$ cat src/verilog/fps_pkg.sv
// Shared constants and types for the fault protection sequencer
package fps_pkg;

    // Clock
    localparam int CLK_PERIOD_NS = 10;

    // Times as specified and their cycle counts; least times round up
    localparam int FDR_TIME_MS = 1500;
    localparam int INPUT_OVERVOLTAGE_FAULT_TIME_US = 750;
    localparam int NTC_TIME_US = 50;
    localparam int FDR_CYCLES =
        (FDR_TIME_MS * 1000000 + CLK_PERIOD_NS - 1) / CLK_PERIOD_NS;
    localparam int INPUT_OVERVOLTAGE_FAULT_CYCLES =
        (INPUT_OVERVOLTAGE_FAULT_TIME_US * 1000 + CLK_PERIOD_NS - 1) / CLK_PERIOD_NS;
    localparam int NTC_CYCLES =
        (NTC_TIME_US * 1000 + CLK_PERIOD_NS - 1) / CLK_PERIOD_NS;

    // Consecutive-pulse counts
    localparam int OVP_PULSES = 3;
    localparam int CSOTP_CYCLES = 2;

    // Register map
    localparam logic [3:0] CTRL_ADDR = 4'h0;
    localparam logic [3:0] STATUS_ADDR = 4'h4;
    localparam int CTRL_W = 6;
    localparam logic [5:0] CTRL_RESET = 6'h00;

    // Status field positions
    localparam int STAT_STATE_LSB = 0;
    localparam int STAT_OVP = 3;
    localparam int STAT_INPUT_OVERVOLTAGE_FAULT = 4;
    localparam int STAT_FLTOTP = 5;
    localparam int STAT_CSOTP = 6;
    localparam int STAT_THRESH = 7;
    localparam int STAT_RUN = 8;

    typedef enum logic [2:0] {
        MODE_HEAVY = 3'h0,
        MODE_ADAPT_BURST = 3'h1,
        MODE_LOW_POWER = 3'h2,
        MODE_STANDBY_ONE = 3'h3,
        MODE_STANDBY_TWO = 3'h4
    } fps_mode_type;

    typedef struct packed {
        logic latchCsOtp;
        logic latchFltOtp;
        logic latchOvp;
        logic [2:0] mode;
    } fps_ctrl_type;

    // Comparator and supply monitor levels, all asynchronous to clk_sys
    typedef struct packed {
        logic auxOverVolt;
        logic iovpHigh;
        logic iovpBelowRelease;
        logic fltAboveBiasCut;
        logic fltBelowNtc;
        logic csAboveOtp;
        logic supplyOn;
        logic supplyOff;
        logic supplyBelowReset;
        logic lineZeroCross;
    } fps_sense_type;

    typedef enum logic [2:0] {
        ST_WAIT_ON = 3'h0,
        ST_CHECK = 3'h1,
        ST_RUN = 3'h3,
        ST_DELAY = 3'h2,
        ST_WAIT_FALL = 3'h6,
        ST_STOP = 3'h7,
        ST_LATCH = 3'h5
    } fps_state_type;

endpackage

$ cat src/verilog/fps_level_timer.sv
// Qualifies a level that must hold for a number of cycles
`timescale 1ns/10ps
`default_nettype none
module fps_level_timer #(
    parameter int Count = 16
) (
    // Clock and reset
    input wire logic clk_sys,
    input wire logic arst_n,
    // Level under qualification
    input wire logic level,
    // One-cycle pulse when the level has held Count cycles
    output logic fire_q
);
    localparam int CntW = $clog2(Count + 1);
    logic [CntW-1:0] cnt_q;

    // Saturates so a held level fires only once
    always_ff @(posedge clk_sys or negedge arst_n)
    begin
        if (!arst_n)
        begin
            cnt_q <= '0;
            fire_q <= 1'h0;
        end
        else
        begin
            fire_q <= level && (cnt_q == CntW'(Count - 1));
            if (!level)
                cnt_q <= '0;
            else if (cnt_q != CntW'(Count))
                cnt_q <= cnt_q + CntW'(1);
        end
    end
endmodule
`default_nettype wire

$ cat src/verilog/fps_run_counter.sv
// Counts consecutive positive samples and fires on the Nth
`timescale 1ns/10ps
`default_nettype none
module fps_run_counter #(
    parameter int Need = 3
) (
    // Clock and reset
    input wire logic clk_sys,
    input wire logic arst_n,
    // Sample strobe, sampled condition, synchronous clear
    input wire logic sample,
    input wire logic hit,
    input wire logic clear,
    // One-cycle pulse on the Nth consecutive hit
    output logic fire_q
);
    localparam int CntW = $clog2(Need + 1);
    logic [CntW-1:0] cnt_q;

    always_ff @(posedge clk_sys or negedge arst_n)
    begin
        if (!arst_n)
        begin
            cnt_q <= '0;
            fire_q <= 1'h0;
        end
        else
        begin
            fire_q <= !clear && sample && hit &&
                (cnt_q == CntW'(Need - 1));
            if (clear || (sample && !hit))
                cnt_q <= '0;
            else if (sample && hit)
                cnt_q <= (cnt_q == CntW'(Need - 1)) ? '0 : cnt_q + CntW'(1);
        end
    end
endmodule
`default_nettype wire

$ cat src/verilog/fps_fault_sequencer.sv
// Fault qualification and recovery sequencer for a flyback controller
`timescale 1ns/10ps
`default_nettype none
module fps_fault_sequencer #(
    parameter int FdrCycles = fps_pkg::FDR_CYCLES,
    parameter int IovpCycles = fps_pkg::INPUT_OVERVOLTAGE_FAULT_CYCLES,
    parameter int NtcCycles = fps_pkg::NTC_CYCLES
) (
    // Clock and reset
    input wire logic clk_sys,
    input wire logic arst_n,
    // Comparator and supply monitor levels from the analog side
    input wire fps_pkg::fps_sense_type sense,
    // Modulator requests and timing on clk_sys
    input wire logic lowSideReq,
    input wire logic highSideReq,
    input wire logic demagEnd,
    input wire logic burstOff,
    // Register port
    input wire logic [3:0] regAddr,
    input wire logic [31:0] regWrData,
    input wire logic regWr,
    input wire logic regRd,
    output logic [31:0] regRdData_q,
    // Gate drives and run
    output logic lowSideDrive_q,
    output logic highSideDrive_q,
    output logic runOut_q,
    // Analog controls
    output logic fltBiasEn_q,
    output logic ntcThreshHigh_q,
    output logic supplyRestart_q
);
    import fps_pkg::*;

    fps_sense_type senseMeta_q;
    fps_sense_type senseSync_q;
    fps_sense_type sensePrev_q;
    fps_ctrl_type ctrl_q;
    fps_state_type state_q;
    logic ovpFault_q;
    logic iovpFault_q;
    logic fltOtp_q;
    logic csOtp_q;
    logic csSeen_q;
    logic ovpTrip;
    logic csTrip;
    logic iovpTrip;
    logic ntcTrip;
    logic fdrDone;
    logic supplyFallEvt;
    logic latchReset;
    logic lightLoad;
    logic lowPowerMode;
    logic anyFault;
    logic switchOk;
    logic inRun;

    // Two-stage synchronisers; logic uses the second stage and its one-cycle delayed copy for edges
    always_ff @(posedge clk_sys or negedge arst_n)
    begin
        if (!arst_n)
        begin
            senseMeta_q <= '0;
            senseSync_q <= '0;
            sensePrev_q <= '0;
        end
        else
        begin
            senseMeta_q <= sense;
            senseSync_q <= senseMeta_q;
            sensePrev_q <= senseSync_q;
        end
    end

    assign supplyFallEvt = senseSync_q.supplyOff && !sensePrev_q.supplyOff;
    assign latchReset = senseSync_q.supplyBelowReset ||
        (senseSync_q.lineZeroCross && !sensePrev_q.lineZeroCross);
    assign lightLoad = ctrl_q.mode != MODE_HEAVY;
    assign lowPowerMode = ctrl_q.mode >= MODE_LOW_POWER;
    assign anyFault = ovpFault_q || iovpFault_q || fltOtp_q || csOtp_q;
    assign inRun = state_q == ST_RUN;
    assign switchOk = inRun && !anyFault;

    // Register port
    always_ff @(posedge clk_sys or negedge arst_n)
    begin
        if (!arst_n)
            ctrl_q <= fps_ctrl_type'(CTRL_RESET);
        else if (regWr && regAddr == CTRL_ADDR)
            ctrl_q <= fps_ctrl_type'(regWrData[CTRL_W-1:0]);
    end

    always_ff @(posedge clk_sys or negedge arst_n)
    begin
        if (!arst_n)
            regRdData_q <= 32'h0000_0000;
        else if (regRd && regAddr == CTRL_ADDR)
            regRdData_q <= {26'h0, ctrl_q};
        else if (regRd && regAddr == STATUS_ADDR)
        begin
            regRdData_q <= 32'h0000_0000;
            regRdData_q[STAT_STATE_LSB +: 3] <= state_q;
            regRdData_q[STAT_OVP] <= ovpFault_q;
            regRdData_q[STAT_INPUT_OVERVOLTAGE_FAULT] <= iovpFault_q;
            regRdData_q[STAT_FLTOTP] <= fltOtp_q;
            regRdData_q[STAT_CSOTP] <= csOtp_q;
            regRdData_q[STAT_THRESH] <= ntcThreshHigh_q;
            regRdData_q[STAT_RUN] <= runOut_q;
        end
        else
            regRdData_q <= 32'h0000_0000;
    end

    // Output over-voltage: one sample per switching cycle at demag end
    fps_run_counter #(.Need(OVP_PULSES)) uOvpCount (
        .clk_sys(clk_sys),
        .arst_n(arst_n),
        .sample(demagEnd),
        .hit(senseSync_q.auxOverVolt),
        .clear(!inRun),
        .fire_q(ovpTrip)
    );

    // Current-sense thermal: comparator seen between low-side off and
    // demag end; the low-side on time carries the real current signal
    always_ff @(posedge clk_sys or negedge arst_n)
    begin
        if (!arst_n)
            csSeen_q <= 1'h0;
        else if (demagEnd || lowSideDrive_q)
            csSeen_q <= 1'h0;
        else if (senseSync_q.csAboveOtp)
            csSeen_q <= 1'h1;
    end

    fps_run_counter #(.Need(CSOTP_CYCLES)) uCsCount (
        .clk_sys(clk_sys),
        .arst_n(arst_n),
        .sample(demagEnd),
        .hit(csSeen_q),
        .clear(!inRun),
        .fire_q(csTrip)
    );

    // Input over-voltage timer is not gated by any state
    fps_level_timer #(.Count(IovpCycles)) uIovpTimer (
        .clk_sys(clk_sys),
        .arst_n(arst_n),
        .level(senseSync_q.iovpHigh),
        .fire_q(iovpTrip)
    );

    // Thermistor only valid while its bias current flows
    fps_level_timer #(.Count(NtcCycles)) uNtcTimer (
        .clk_sys(clk_sys),
        .arst_n(arst_n),
        .level(senseSync_q.fltBelowNtc && fltBiasEn_q && runOut_q),
        .fire_q(ntcTrip)
    );

    fps_level_timer #(.Count(FdrCycles)) uFdrTimer (
        .clk_sys(clk_sys),
        .arst_n(arst_n),
        .level(state_q == ST_DELAY),
        .fire_q(fdrDone)
    );

    // Fault flags; a set in the same cycle as a clear wins
    always_ff @(posedge clk_sys or negedge arst_n)
    begin
        if (!arst_n)
            ovpFault_q <= 1'h0;
        else if (ovpTrip)
            ovpFault_q <= 1'h1;
        else if (state_q == ST_WAIT_ON)
            ovpFault_q <= 1'h0;
    end

    always_ff @(posedge clk_sys or negedge arst_n)
    begin
        if (!arst_n)
            csOtp_q <= 1'h0;
        else if (csTrip)
            csOtp_q <= 1'h1;
        else if (state_q == ST_WAIT_ON)
            csOtp_q <= 1'h0;
    end

    always_ff @(posedge clk_sys or negedge arst_n)
    begin
        if (!arst_n)
            iovpFault_q <= 1'h0;
        else if (iovpTrip)
            iovpFault_q <= 1'h1;
        else if (senseSync_q.iovpBelowRelease)
            iovpFault_q <= 1'h0;
    end

    // Auto mode clears once the pin is back above the raised threshold
    always_ff @(posedge clk_sys or negedge arst_n)
    begin
        if (!arst_n)
            fltOtp_q <= 1'h0;
        else if (ntcTrip)
            fltOtp_q <= 1'h1;
        else if (ctrl_q.latchFltOtp ? (state_q == ST_LATCH && latchReset)
                : !senseSync_q.fltBelowNtc)
            fltOtp_q <= 1'h0;
    end

    always_ff @(posedge clk_sys or negedge arst_n)
    begin
        if (!arst_n)
            ntcThreshHigh_q <= 1'h0;
        else
            ntcThreshHigh_q <= (fltOtp_q || ntcTrip) &&
                !ctrl_q.latchFltOtp;
    end

    // Sequencer
    always_ff @(posedge clk_sys or negedge arst_n)
    begin
        if (!arst_n)
            state_q <= ST_WAIT_ON;
        else
        begin
            unique case (state_q)
                ST_WAIT_ON:
                    if (senseSync_q.supplyOn)
                        state_q <= ST_CHECK;
                ST_CHECK:
                    if (senseSync_q.iovpHigh || iovpFault_q || fltOtp_q)
                        state_q <= ST_STOP;
                    else
                        state_q <= ST_RUN;
                ST_RUN:
                    if ((ovpTrip && ctrl_q.latchOvp) ||
                        (csTrip && ctrl_q.latchCsOtp) ||
                        (ntcTrip && ctrl_q.latchFltOtp))
                        state_q <= ST_LATCH;
                    else if (iovpTrip || ntcTrip)
                        state_q <= ST_STOP;
                    else if (ovpTrip || csTrip)
                        state_q <= ST_DELAY;
                ST_DELAY:
                    if (fdrDone)
                        state_q <= ST_WAIT_FALL;
                ST_WAIT_FALL:
                    if (supplyFallEvt)
                        state_q <= ST_WAIT_ON;
                ST_STOP:
                    if (supplyFallEvt)
                        state_q <= ST_WAIT_ON;
                ST_LATCH:
                    if (latchReset)
                        state_q <= ST_WAIT_ON;
                default:
                    state_q <= ST_WAIT_ON;
            endcase
        end
    end

    // Drives: high side never overlaps a low-side pulse
    always_ff @(posedge clk_sys or negedge arst_n)
    begin
        if (!arst_n)
        begin
            lowSideDrive_q <= 1'h0;
            highSideDrive_q <= 1'h0;
            runOut_q <= 1'h0;
            supplyRestart_q <= 1'h0;
        end
        else
        begin
            lowSideDrive_q <= lowSideReq && switchOk;
            highSideDrive_q <= highSideReq && !lowSideReq &&
                !lowSideDrive_q && switchOk && !lowPowerMode;
            runOut_q <= inRun;
            supplyRestart_q <= state_q == ST_STOP;
        end
    end

    // Bias current off above the cut level and in burst-off of light load
    always_ff @(posedge clk_sys or negedge arst_n)
    begin
        if (!arst_n)
            fltBiasEn_q <= 1'h0;
        else
            fltBiasEn_q <= !senseSync_q.fltAboveBiasCut &&
                !(lightLoad && burstOff);
    end

    a_ovp_to_delay: assert property (@(posedge clk_sys) disable iff (!arst_n)
        ovpTrip && inRun && !ctrl_q.latchOvp && !iovpTrip && !ntcTrip
        |=> state_q == ST_DELAY ##1 !runOut_q)
        else $error("over-voltage did not start recovery delay");
    a_delay_no_pulse: assert property (@(posedge clk_sys) disable iff (!arst_n)
        state_q == ST_DELAY |=> !lowSideDrive_q)
        else $error("low-side pulse during recovery delay");
    a_wait_supply_fall: assert property (@(posedge clk_sys)
        disable iff (!arst_n)
        state_q == ST_WAIT_FALL && !supplyFallEvt
        |=> state_q == ST_WAIT_FALL)
        else $error("restart before supply falling event");
    a_input_overvoltage_fault_needs_level: assert property (@(posedge clk_sys)
        disable iff (!arst_n)
        iovpTrip |-> $past(senseSync_q.iovpHigh, 2))
        else $error("input over-voltage without high level");
    a_check_first: assert property (@(posedge clk_sys) disable iff (!arst_n)
        state_q == ST_CHECK && senseSync_q.iovpHigh
        |=> state_q == ST_STOP ##1 supplyRestart_q)
        else $error("switching allowed with input over-voltage");
    a_input_overvoltage_fault_release: assert property (@(posedge clk_sys)
        disable iff (!arst_n)
        iovpFault_q && !iovpTrip && !senseSync_q.iovpBelowRelease
        |=> iovpFault_q)
        else $error("input over-voltage cleared too early");
    a_bias_cut: assert property (@(posedge clk_sys) disable iff (!arst_n)
        senseSync_q.fltAboveBiasCut || (lightLoad && burstOff)
        |=> !fltBiasEn_q)
        else $error("bias current left on");
    a_thresh_raise: assert property (@(posedge clk_sys) disable iff (!arst_n)
        ntcTrip && !ctrl_q.latchFltOtp |=> ntcThreshHigh_q && fltOtp_q)
        else $error("thermal threshold not raised");
    a_cs_low_side_off: assert property (@(posedge clk_sys)
        disable iff (!arst_n)
        $rose(csSeen_q) |-> $past(!lowSideDrive_q))
        else $error("current-sense thermal sampled during on time");
    a_no_overlap: assert property (@(posedge clk_sys) disable iff (!arst_n)
        lowSideDrive_q |-> !highSideDrive_q)
        else $error("high side on during low-side pulse");
    a_hs_low_power: assert property (@(posedge clk_sys) disable iff (!arst_n)
        lowPowerMode |=> !highSideDrive_q)
        else $error("high side on in low-power mode");
    a_latch_hold: assert property (@(posedge clk_sys) disable iff (!arst_n)
        state_q == ST_LATCH && !latchReset |=> state_q == ST_LATCH)
        else $error("latched fault released without reset event");
    a_fault_gates: assert property (@(posedge clk_sys) disable iff (!arst_n)
        anyFault |=> !lowSideDrive_q && !highSideDrive_q)
        else $error("drive active during fault");
endmodule
`default_nettype wire

$ cat config.mk
export PLATFORM = sky130hd
export DESIGN_NAME = fps_fault_sequencer
export DESIGN_NICKNAME = d
export VERILOG_FILES = /design/src/verilog/fps_pkg.sv /design/src/verilog/fps_level_timer.sv /design/src/verilog/fps_run_counter.sv /design/src/verilog/fps_fault_sequencer.sv
export SDC_FILE = /design/constraint.sdc
export NUM_CORES = 1
export LEC_CHECK = 0
export BUFFER_PORTS_ARGS = -buffer_cell sky130_fd_sc_hd__buf_2
export CAP_MARGIN = 5
export CORE_MARGIN = 3
export CORE_UTILIZATION = 36
export DETAILED_ROUTE_END_ITERATION = 12
export HOLD_SLACK_MARGIN = 0.15
export PLACE_DENSITY = 0.54
export RECOVER_POWER = 50
export REMOVE_ABC_BUFFERS = 1
export SYNTH_ARGS = -nofsm -noshare
export SYNTH_HDL_FRONTEND = slang
export SYNTH_SLANG_ARGS = --single-unit
$ cat constraint.sdc
create_clock -name clk_sys -period 3.4 [get_ports clk_sys]
set_clock_uncertainty 0.2 [all_clocks]
set_input_delay 0.51 -clock clk_sys [delete_from_list [all_inputs] [get_ports clk_sys]]
set_output_delay 0.51 -clock clk_sys [all_outputs]
set_load 0.03 [all_outputs]
Word-level counts from Yosys, hierarchy flattened
Cells that the tools add are included.
Cells by class
  $add $sub $neg: 5
  muxes and demuxes: 33
  $lt $le $gt $ge: 1
  eq/ne operators: 23
  reduce and logical (&&, ||, !) cells: 71
Operator list (number)
  $mux 28: 2
  $mux 17: 2
  $logic_and 1x1->1: 32
  $add 28x1->28 const B: 1
  $eq 28x28->1 const B: 1
  $ne 28x28->1 const B: 1
  $mux 13: 2
  $mux 3: 8
  $mux 9: 2
  $pmux 3 s6: 1
  $add 17x1->17 const B: 1
  $eq 17x17->1 const B: 1
  $ne 17x17->1 const B: 1
  $logic_or 1x1->1: 14
  $reduce_bool 2->1: 7
  $add 13x1->13 const B: 1
  $eq 13x13->1 const B: 1
  $logic_not 1->1: 13
  $ne 13x13->1 const B: 1
  $mux 2: 6
  $mux 1: 10
  $ne 2x2->1 const B: 5
  $eq 3x3->1 const B: 3
  $eq 3x2->1 const B: 2
  13 further kinds: 15
Storage, ports and cells
  flip-flop bits (word level): 141
  logic and storage cells: 182

Logic depth before layout (Yosys ltp)
Gate-level depths: netlist (run 1).
  depth in word-level cells: 7
  depth in mapped cells: 7
  depth with buffers taken out: 7

By module
Synthesis (run 1) repeated with hierarchy kept, for this count alone.
Second synthesis, totals
  cells, all modules: 510
  area, all modules: 5499.0 µm²
Modules (own cells, without submodules)
  fps_fault_sequencer: area an instance 1980.6 µm², sequential area each 1276.2 µm², cells each 154, instances 1
  fps_level_timer (uFdrTimer): area an instance 1577.8 µm², sequential area each 725.7 µm², cells each 163, instances 1
  fps_level_timer (uIovpTimer): area an instance 939.7 µm², sequential area each 450.4 µm², cells each 97, instances 1
  fps_level_timer (uNtcTimer): area an instance 742.0 µm², sequential area each 350.3 µm², cells each 74, instances 1
  fps_run_counter (uOvpCount): area an instance 130.1 µm², sequential area each 75.1 µm², cells each 11, instances 1
  fps_run_counter (uCsCount): area an instance 128.9 µm², sequential area each 75.1 µm², cells each 11, instances 1

Least setup slack after synthesis (run 1)
OpenSTA, ideal clock, no wires.
  path type: register to register
  from: register uFdrTimer.cnt_q[1]
  to: register uFdrTimer.cnt_q[22]
  data arrival time: 1.580 ns
  library setup time: 0.078 ns
  required time: 3.122 ns
  buffers on the path: 0
  setup slack: 1.542 ns
  clock period less this slack: 1.858 ns
  cell stages (with the launch flop): 7
  cell sequence: dfrtp_1 > ha_1 > nand4_2 > nor3_4 > o211ai_4 > or3_1 > a21oi_1
Between the ends
  longest elaborated chain between the ends: 3
  elaborated cells between the ends (all ways): 5
  those cells by class: add/sub: 1; eq/ne: 2; mux: 2
RTL lines
  start, declared: RTL line fps_level_timer.sv:16  | logic [CntW-1:0] cnt_q;
  start signal, assigned: RTL line fps_level_timer.sv:32  | cnt_q <= cnt_q + CntW'(1);
  $add 28x1->28: RTL line fps_level_timer.sv:32
  $mux 28: RTL line fps_level_timer.sv:31  | else if (cnt_q != CntW'(Count))
  $mux 28: RTL line fps_level_timer.sv:29  | if (!level)
Several ways; a longest one is shown, not always the timed one. The select of a mux whose other input is x is not followed.
A chain may end at the register's enable or synchronous reset.

Final worst setup path (run 1)
  from: register state_q[0]
  to: register uFdrTimer.fire_q
Between the ends
  longest elaborated chain between the ends: 2
RTL lines
  start, declared: RTL line fps_fault_sequencer.sv:40  | fps_state_type state_q;
  start signal, assigned: RTL line fps_fault_sequencer.sv:225  | state_q <= ST_WAIT_ON;
  start signal, assigned: RTL line fps_fault_sequencer.sv:231  | state_q <= ST_CHECK;
  start signal, assigned: RTL line fps_fault_sequencer.sv:234  | state_q <= ST_STOP;
  $eq 3x2->1: RTL line fps_fault_sequencer.sv:165  | .level(state_q == ST_DELAY),
  $logic_and 1x1->1: RTL line fps_level_timer.sv:28  | fire_q <= level && (cnt_q == CntW'(Count - 1));
  end signal, assigned: RTL line fps_level_timer.sv:28
  end, declared: RTL line fps_level_timer.sv:13  | output logic fire_q
No other way between the ends.

==> results of run 1 <==
## path summary, 6_finish.rpt
path	start	endpoint	slack (ns)	depth (start not counted)
setup / recovery	state_q[0]	uFdrTimer.fire_q	1.00	5
hold / removal	senseMeta_q[4]	senseSync_q[4]	0.15	0
setup reg to reg	state_q[0]	uFdrTimer.fire_q	1.00	5
hold reg to reg	senseMeta_q[4]	senseSync_q[4]	0.15	0
max in group asynchronous	arst_n	uFdrTimer.cnt_q[17]	1.06	3
min in group asynchronous	arst_n	lowSideDrive_q	0.65	2
## layer usage
metal / vias up / global-route usage (%)
met5: - / 0
met4: 0 / 5.12
met3: 6 / 3.96
met2: 85 / 21.2
met1: 1752 / 17.2
li1: 1796 / -
## flip-flops by register name, summed over array words and instances, names as in the netlist, 2 cells and up
register and cells:
uCsCount.cnt_q 2, senseSync_q 10, uNtcTimer.cnt_q 13, uOvpCount.cnt_q 2, state_q 3, regRdData_q 9
uIovpTimer.cnt_q 17, senseMeta_q 10, sensePrev_q 2, uFdrTimer.cnt_q 28, ctrl_q 6
## where the power goes
group	total [uW]	switching, uW	internal (uW)
registers	1590	104	1480
clock network	1830	621	1210
logic	445	281	163
total	3870	1010	2860
## repair_timing
item | 4_1_cts | 5_1_grt
hold endpoints to repair | 64 | 0
hold buffers | 22 | 0
resized for setup | 0 | 0
## per-stage QoR
step | cell area (sq um) | hold WS (ns)
CTS | 6510 | 0.151
global route | 6490 | 0.156
finish | 6490 | 0.148
floorplan | 5200 | 0.0144
detailed placement | 5670 | 0.135
global placement | 5670 | 0.133
## critical path, cell delays in order, from the launching register on
cell	delay, ns
dfrtp_1	0.51
nor2_1	0.20
nand2_1	0.07
clkbuf_1	0.52
or3_1	0.53
nor4_1	0.24
## synthesized netlist by cell type (9+ instances only)
cell type,count,area [sq um]
dfrtp_1,118,2950
nor2_1,69,259
nand2_1,38,143
xor2_1,27,236
buf_4,23,173
nand3_1,20,100
xnor2_1,20,175
inv_1,17,63.8
and2_1,16,100
nand4_1,16,100
and3_1,14,87.6
clkbuf_1,12,45.0
mux2i_1,9,90.1
or3_1,9,56.3
## final cells by class
cell class	instances	share of cell area, %
timing repair buffer	68	6.94
inverter	17	0.982
tap	180	3.47
sequential	118	45.5
clock inverter	10	2.25
multi-input combinational	354	33.6
clock buffer	22	7.30
## cell families (layout without fill, tap and decap cells)
| group | Yosys count | in the layout | synth area share, % |
|---|---|---|---|
| xor+xnor | 47 | 47 | 7.71 |
| flops | 118 | 118 | 55.3 |
| fa+ha+maj | 6 | 6 | 1.41 |
| mux | 17 | 17 | 3.37 |
| simple gates | 230 | 230 | 22.8 |
| other cells | 1 | 23 | 0.0702 |
| buf+inv | 53 | 117 | 5.37 |
| compound gates | 31 | 31 | 3.94 |
==> results.md, run 1 <==
* Final Cycle Share at 70.5%
* # clock sinks at 118
* Power Total at 3870 uW
* Async set or reset register ratio after synthesis at 100%
* Crit path DAT at 2.48 ns
* Clk_lat worst skew at 0.41 ns
* EDFF count, synth at 0
* Die ar. at 16300 sq um
* Util after Layout at 45.7%
* Initial antenna violation count at 0
* Drt wl/cell at 13.1 um
* CTS tree: done
* Ys Warns at 0
* Total track usage at 13.3%
* Top routing layer in use: met4
* Worst setup margin at 1.00 ns
* Max Root-Sink Buffers at 2
* Commonest non-fill, non-tap cell in the layout: dfrtp_1
* Post-CTS Setup Inserts at 0
* Mapped Area at 5340 sq um
* Largest net degree at the start of global routing at 47
* Setup WS pre-CTS at 1.31 ns
* Global route overflow at 0
* Placer congestion estimate at 0.750
* Storage cell area at 2950 sq um
* Hold Path Class: reg2reg
* Row Count at 43
* Io pins at 92
* First-pass GRT wire length at 17600 um
* Post-synth top flop: dfrtp_1
* RSZ-0062 raised after global routing: no
* # Max-Cap Violations at 0
* Core Region at 14200 sq um
* Wire length on met2 at 4800 um
* Post-DP HPWL at 6900 um
* Count of cell types in the netlist at 44
* Maximum vdd drop at 0.338 mV
* Inst Count DP at 715
* Clock root cell: clkbuf_16
* Crit path launch type: register
* CTS buffer count at 17
* Slew headroom at 15.5%
* Initial Util at 37.6%
* Diodes inserted at 0
* Via count at 3639
* Critical Path RT at 3.49 ns
* Antenna Violating Nets Remaining at 0
* Crit end category: register
* Status: complete, no violations
* Final #Nets at 636
* H-tree levels at 4
* DRC viols at 0
* Pwr/cell area at 596 nW/um^2
* Layout cell share with drive strength beyond 1 at 14.9%
* Met3 Wirelength at 510 um
* Critical path type: reg2reg
* Fmax at 0.417 GHz
* Reg clk slew, reported paths at 0.06 ns
* Setup tns final at 0 ns
* Aggregate routed wire length at 10100 um
* Met1 WL at 4680 um
* Pre-Repair DR Iteration Count at 4
* Final Critical Period at 2.40 ns
* DRT iter0 DRCs at 229
* Filler cells at 1315
* Fin cells at 769
* Static Leakage at 0.00297 uW
* PortBufs at 42
* Die width at 128 um
* Worst-path fanout max at 29
* Syn Inst Count at 503
* Yosys reg bits at 118
* Multi-input logic area at 2180 sq um
* Height of the die at 128 um
* Post-DR vias/cell at 4.73
* Worst slew pin tran at 1.27 ns
* Final hold violation count at 0
* Vias in the first global route at 3731
* Register area share after synthesis at 55.3%
* Syn_area_per_cell at 10.6 sq um
* Max-slew violations at 0
* Area Overhead vs Synth at 21.7%
* Count of final setup violators at 0
* Commonest cells after routing, fill and taps aside: 118 x dfrtp_1, 69 x nor2_1, 39 x buf_2
(Power assumes the default switching activity.)
==> run 2: changes to the inputs <==
ABC_AREA = 1   (was unset)
PLACE_DENSITY = 0.56   (was 0.54)
clock period = 2.2 ns   (was 3.4 ns; I/O delays follow)
==> run 2 against run 1 <==
- worst setup slack lost 0.52 ns
- clock power grew 50%
- register-to-register slack lost 0.52 ns
- synthesized cell count grew 47%
- critical path type unchanged
- largest cell class unchanged
==> results.md, run 2 <==
* Seq pwr share at 40.1%
* Height of the die at 133 um
* Crit path launch type: register
* Placer congestion estimate at 0.888
* Largest net degree at the start of global routing at 49
* DRT iter0 DRCs at 252
* Die ar. at 17600 sq um
* # clock sinks at 118
* Max-slew violations at 0
* Internal Dissipation at 4350 uW
* Max stage delay on crit path at 0.40 ns
* Async set or reset register ratio after synthesis at 100%
* Yosys reg bits at 118
* Critical path type: reg2reg
* Crit path DAT at 1.82 ns
* Layout cell share with drive strength beyond 1 at 10.9%
* Final #Nets at 880
* Setup tns final at 0 ns
* Inst Count DP at 988
* Switch share at 26.8%
* Post-DR vias/cell at 4.48
* Commonest cells after routing, fill and taps aside: 162 x nand2_1, 149 x nor2_1, 118 x dfrtp_1
* CP dominant cell by count: nor2_1
* CP endpoint: uIovpTimer.cnt_q[16]
* Max FFs per register at 28
* Syn Inst Count at 737
* Reg clk slew, reported paths at 0.05 ns
* Clock root cell: clkbuf_16
* Post-synth top flop: dfrtp_1
* Maximum vdd drop at 0.542 mV
* Worst hold start: senseMeta_q[5]
* # Max-Cap Violations at 0
* Final Cycle Share at 78.0%
* Io pins at 92
* Drt wl/cell at 11.7 um
* H-tree levels at 4
* EDFF count, synth at 0
* Area of placed instances at 6210 sq um
* Antenna Violating Nets Remaining at 0
* Post-synth top cells: 162 x nand2_1, 149 x nor2_1, 118 x dfrtp_1
* Initial Util at 37.4%
* Core Region at 15500 sq um
* Syn_area_per_cell at 7.86 sq um
* Top-count cell post-synth: nand2_1
* Global route overflow at 0
* Slowest library cell on the worst path: dfrtp_1
* Worst R2R End: uIovpTimer.cnt_q[16]
* CTS tree: done
* Clk_lat worst skew at 0.41 ns
* Count of cell types in the netlist at 30
* Area Overhead vs Synth at 21.6%
* Fmax at 0.583 GHz
* Die width at 133 um
* First-pass GRT wire length at 21800 um
* Mapped Area at 5790 sq um
* Commonest non-fill, non-tap cell in the layout: nand2_1
* Largest registers: uFdrTimer.cnt_q x28, uIovpTimer.cnt_q x17, uNtcTimer.cnt_q x13
* Setup WS pre-CTS at 0.478 ns
* Area contributors post-synth: dfrtp_1 51%, nand2_1 11%, nor2_1 9.7%
* Diodes inserted at 0
* Logic pwr share at 13.7%
* Clock share of power at 46.2%
* RSZ-0062 raised after global routing: no
* Count of final setup violators at 0
* Total track usage at 15.3%
* Worst slew pin tran at 0.852 ns
* Max Root-Sink Buffers at 2
* Worst-path fanout max at 7
* Status: complete, no violations
* Via count at 4678
* Ys Warns at 0
* Finished Cell Area at 7040 sq um
* Top cell type's share of synthesized area at 51.0%
* Row Count at 45
* Hold Path Class: reg2reg
* Post-DP HPWL at 8730 um
* Largest area contributor in the netlist: dfrtp_1
* Aggregate routed wire length at 12200 um
* Util after Layout at 45.5%
* CTS buffer count at 17
* Worst Reg-to-Reg Cells at 8
* Initial antenna violation count at 0
* Pwr/cell area at 844 nW/um^2
* Crit end category: register
* Slew headroom at 43.2%
* Sw power at 1590 uW
* Critical Path RT at 2.30 ns
* Pre-Repair DR Iteration Count at 5
* Static Leakage at 0.00324 uW
* Worst R2R Start: uIovpTimer.cnt_q[0]
* Post-CTS Setup Inserts at 0
* Final hold violation count at 0
* Worst setup margin at 0.484 ns
* Fin cells at 1044
* Crit path cell chain: ha_1 > nand2_1 > nor2_1 > nand2_1 > nor2_4 > nand3_1 > nor2_1 > nor2_1
* Vias in the first global route at 4641
* CP startpoint: uIovpTimer.cnt_q[0]
* Reg2reg setup slack at 0.48 ns
* Register area share after synthesis at 51.0%
* Final Critical Period at 1.72 ns
* DRC viols at 0
* PortBufs at 42
* Most flop-heavy register: uFdrTimer.cnt_q
run 2: changes by cell type after synthesis, moves of 8 or more:
| cell | change |
|---|---|
| a21oi_1 | +21 |
| and2_1 | -14 |
| and3_1 | -14 |
| clkbuf_1 | -10 |
| inv_1 | +74 |
| mux2_2 | -8 |
| mux2i_1 | -9 |
| nand2_1 | +124 |
| nand3_1 | +30 |
| nor2_1 | +80 |
| o21ai_0 | +23 |
| or3_1 | -9 |
| xnor2_1 | -19 |
| xor2_1 | -19 |
run 2: cell type report:
class	count	area (sq um)
repair buffers	70	504
inverters	93	349
multi-input cells	520	2370
well taps	211	264
flip-flops and latches	118	2950
fillers	1512	8440
clock buffers	24	502
clock inverters	8	95.1
run 2: power groups by stage:
stage	sequential [uW]	clock [uW]	combinational [uW]
2_1_floorplan	2430	0	499
3_3_place_gp	2420	0	784
3_5_place_dp	2420	0	785
4_1_cts	2380	2810	823
5_1_grt	2400	2930	932
6_report	2380	2750	815
run 2: kinds of logic (layout without fill, tap and decap cells):
family | Yosys count | in the layout | share of synthesized area [%]
xor gates and xnor gates | 9 | 9 | 1.36
buffers and inverters | 121 | 195 | 9.44
other | 1 | 23 | 0.0648
DFF | 118 | 118 | 51.0
AOI/OAI and AO/OA | 70 | 70 | 6.35
adders and majority gates | 6 | 6 | 1.30
and+or+nand+nor | 412 | 412 | 30.5
run 2: how the worst min path moves through the flow:
| stage | end | slack, ns | cells past startpoint |
|---|---|---|---|
| 4_1_cts | senseSync_q[5] | 0.15 | 0 |
| 3_3_place_gp | lowSideDrive_q | 0.10 | 1 |
| 3_5_place_dp | lowSideDrive_q | 0.11 | 1 |
| 5_1_grt | senseSync_q[1] | 0.16 | 0 |
| 6_report | senseSync_q[5] | 0.15 | 0 |
| 2_1_floorplan | csOtp_q | -0.17 | 0 |
run 2: critical path, delay by kind of cell (launching register included):
family	cells	cell delay [ns]
AND/OR/NAND/NOR	7	0.83
flip-flops	1	0.40
adder cells (fa/ha/maj)	1	0.19
run 2: per-stage QoR:
step           hold WS [ns]  power, uW
6_report              0.146       5940
2_1_floorplan        -0.166       2930
3_5_place_dp          0.106       3200
5_1_grt               0.160       6270
3_3_place_gp          0.105       3200
4_1_cts               0.151       6020
run 2: what timing repair did:
item                      4_1_cts  5_1_grt
hold endpoints to repair      147        0
resized for setup               0        0
hold buffers                   24        0
run 2: layer usage:
layer	vias up	share of wire, %	global-route usage [%]
met5	-	0	0
met4	0	1.0	5.43
met3	9	5.1	4.83
met2	105	45	23.7
met1	2104	49	20.2
li1	2460	-	-
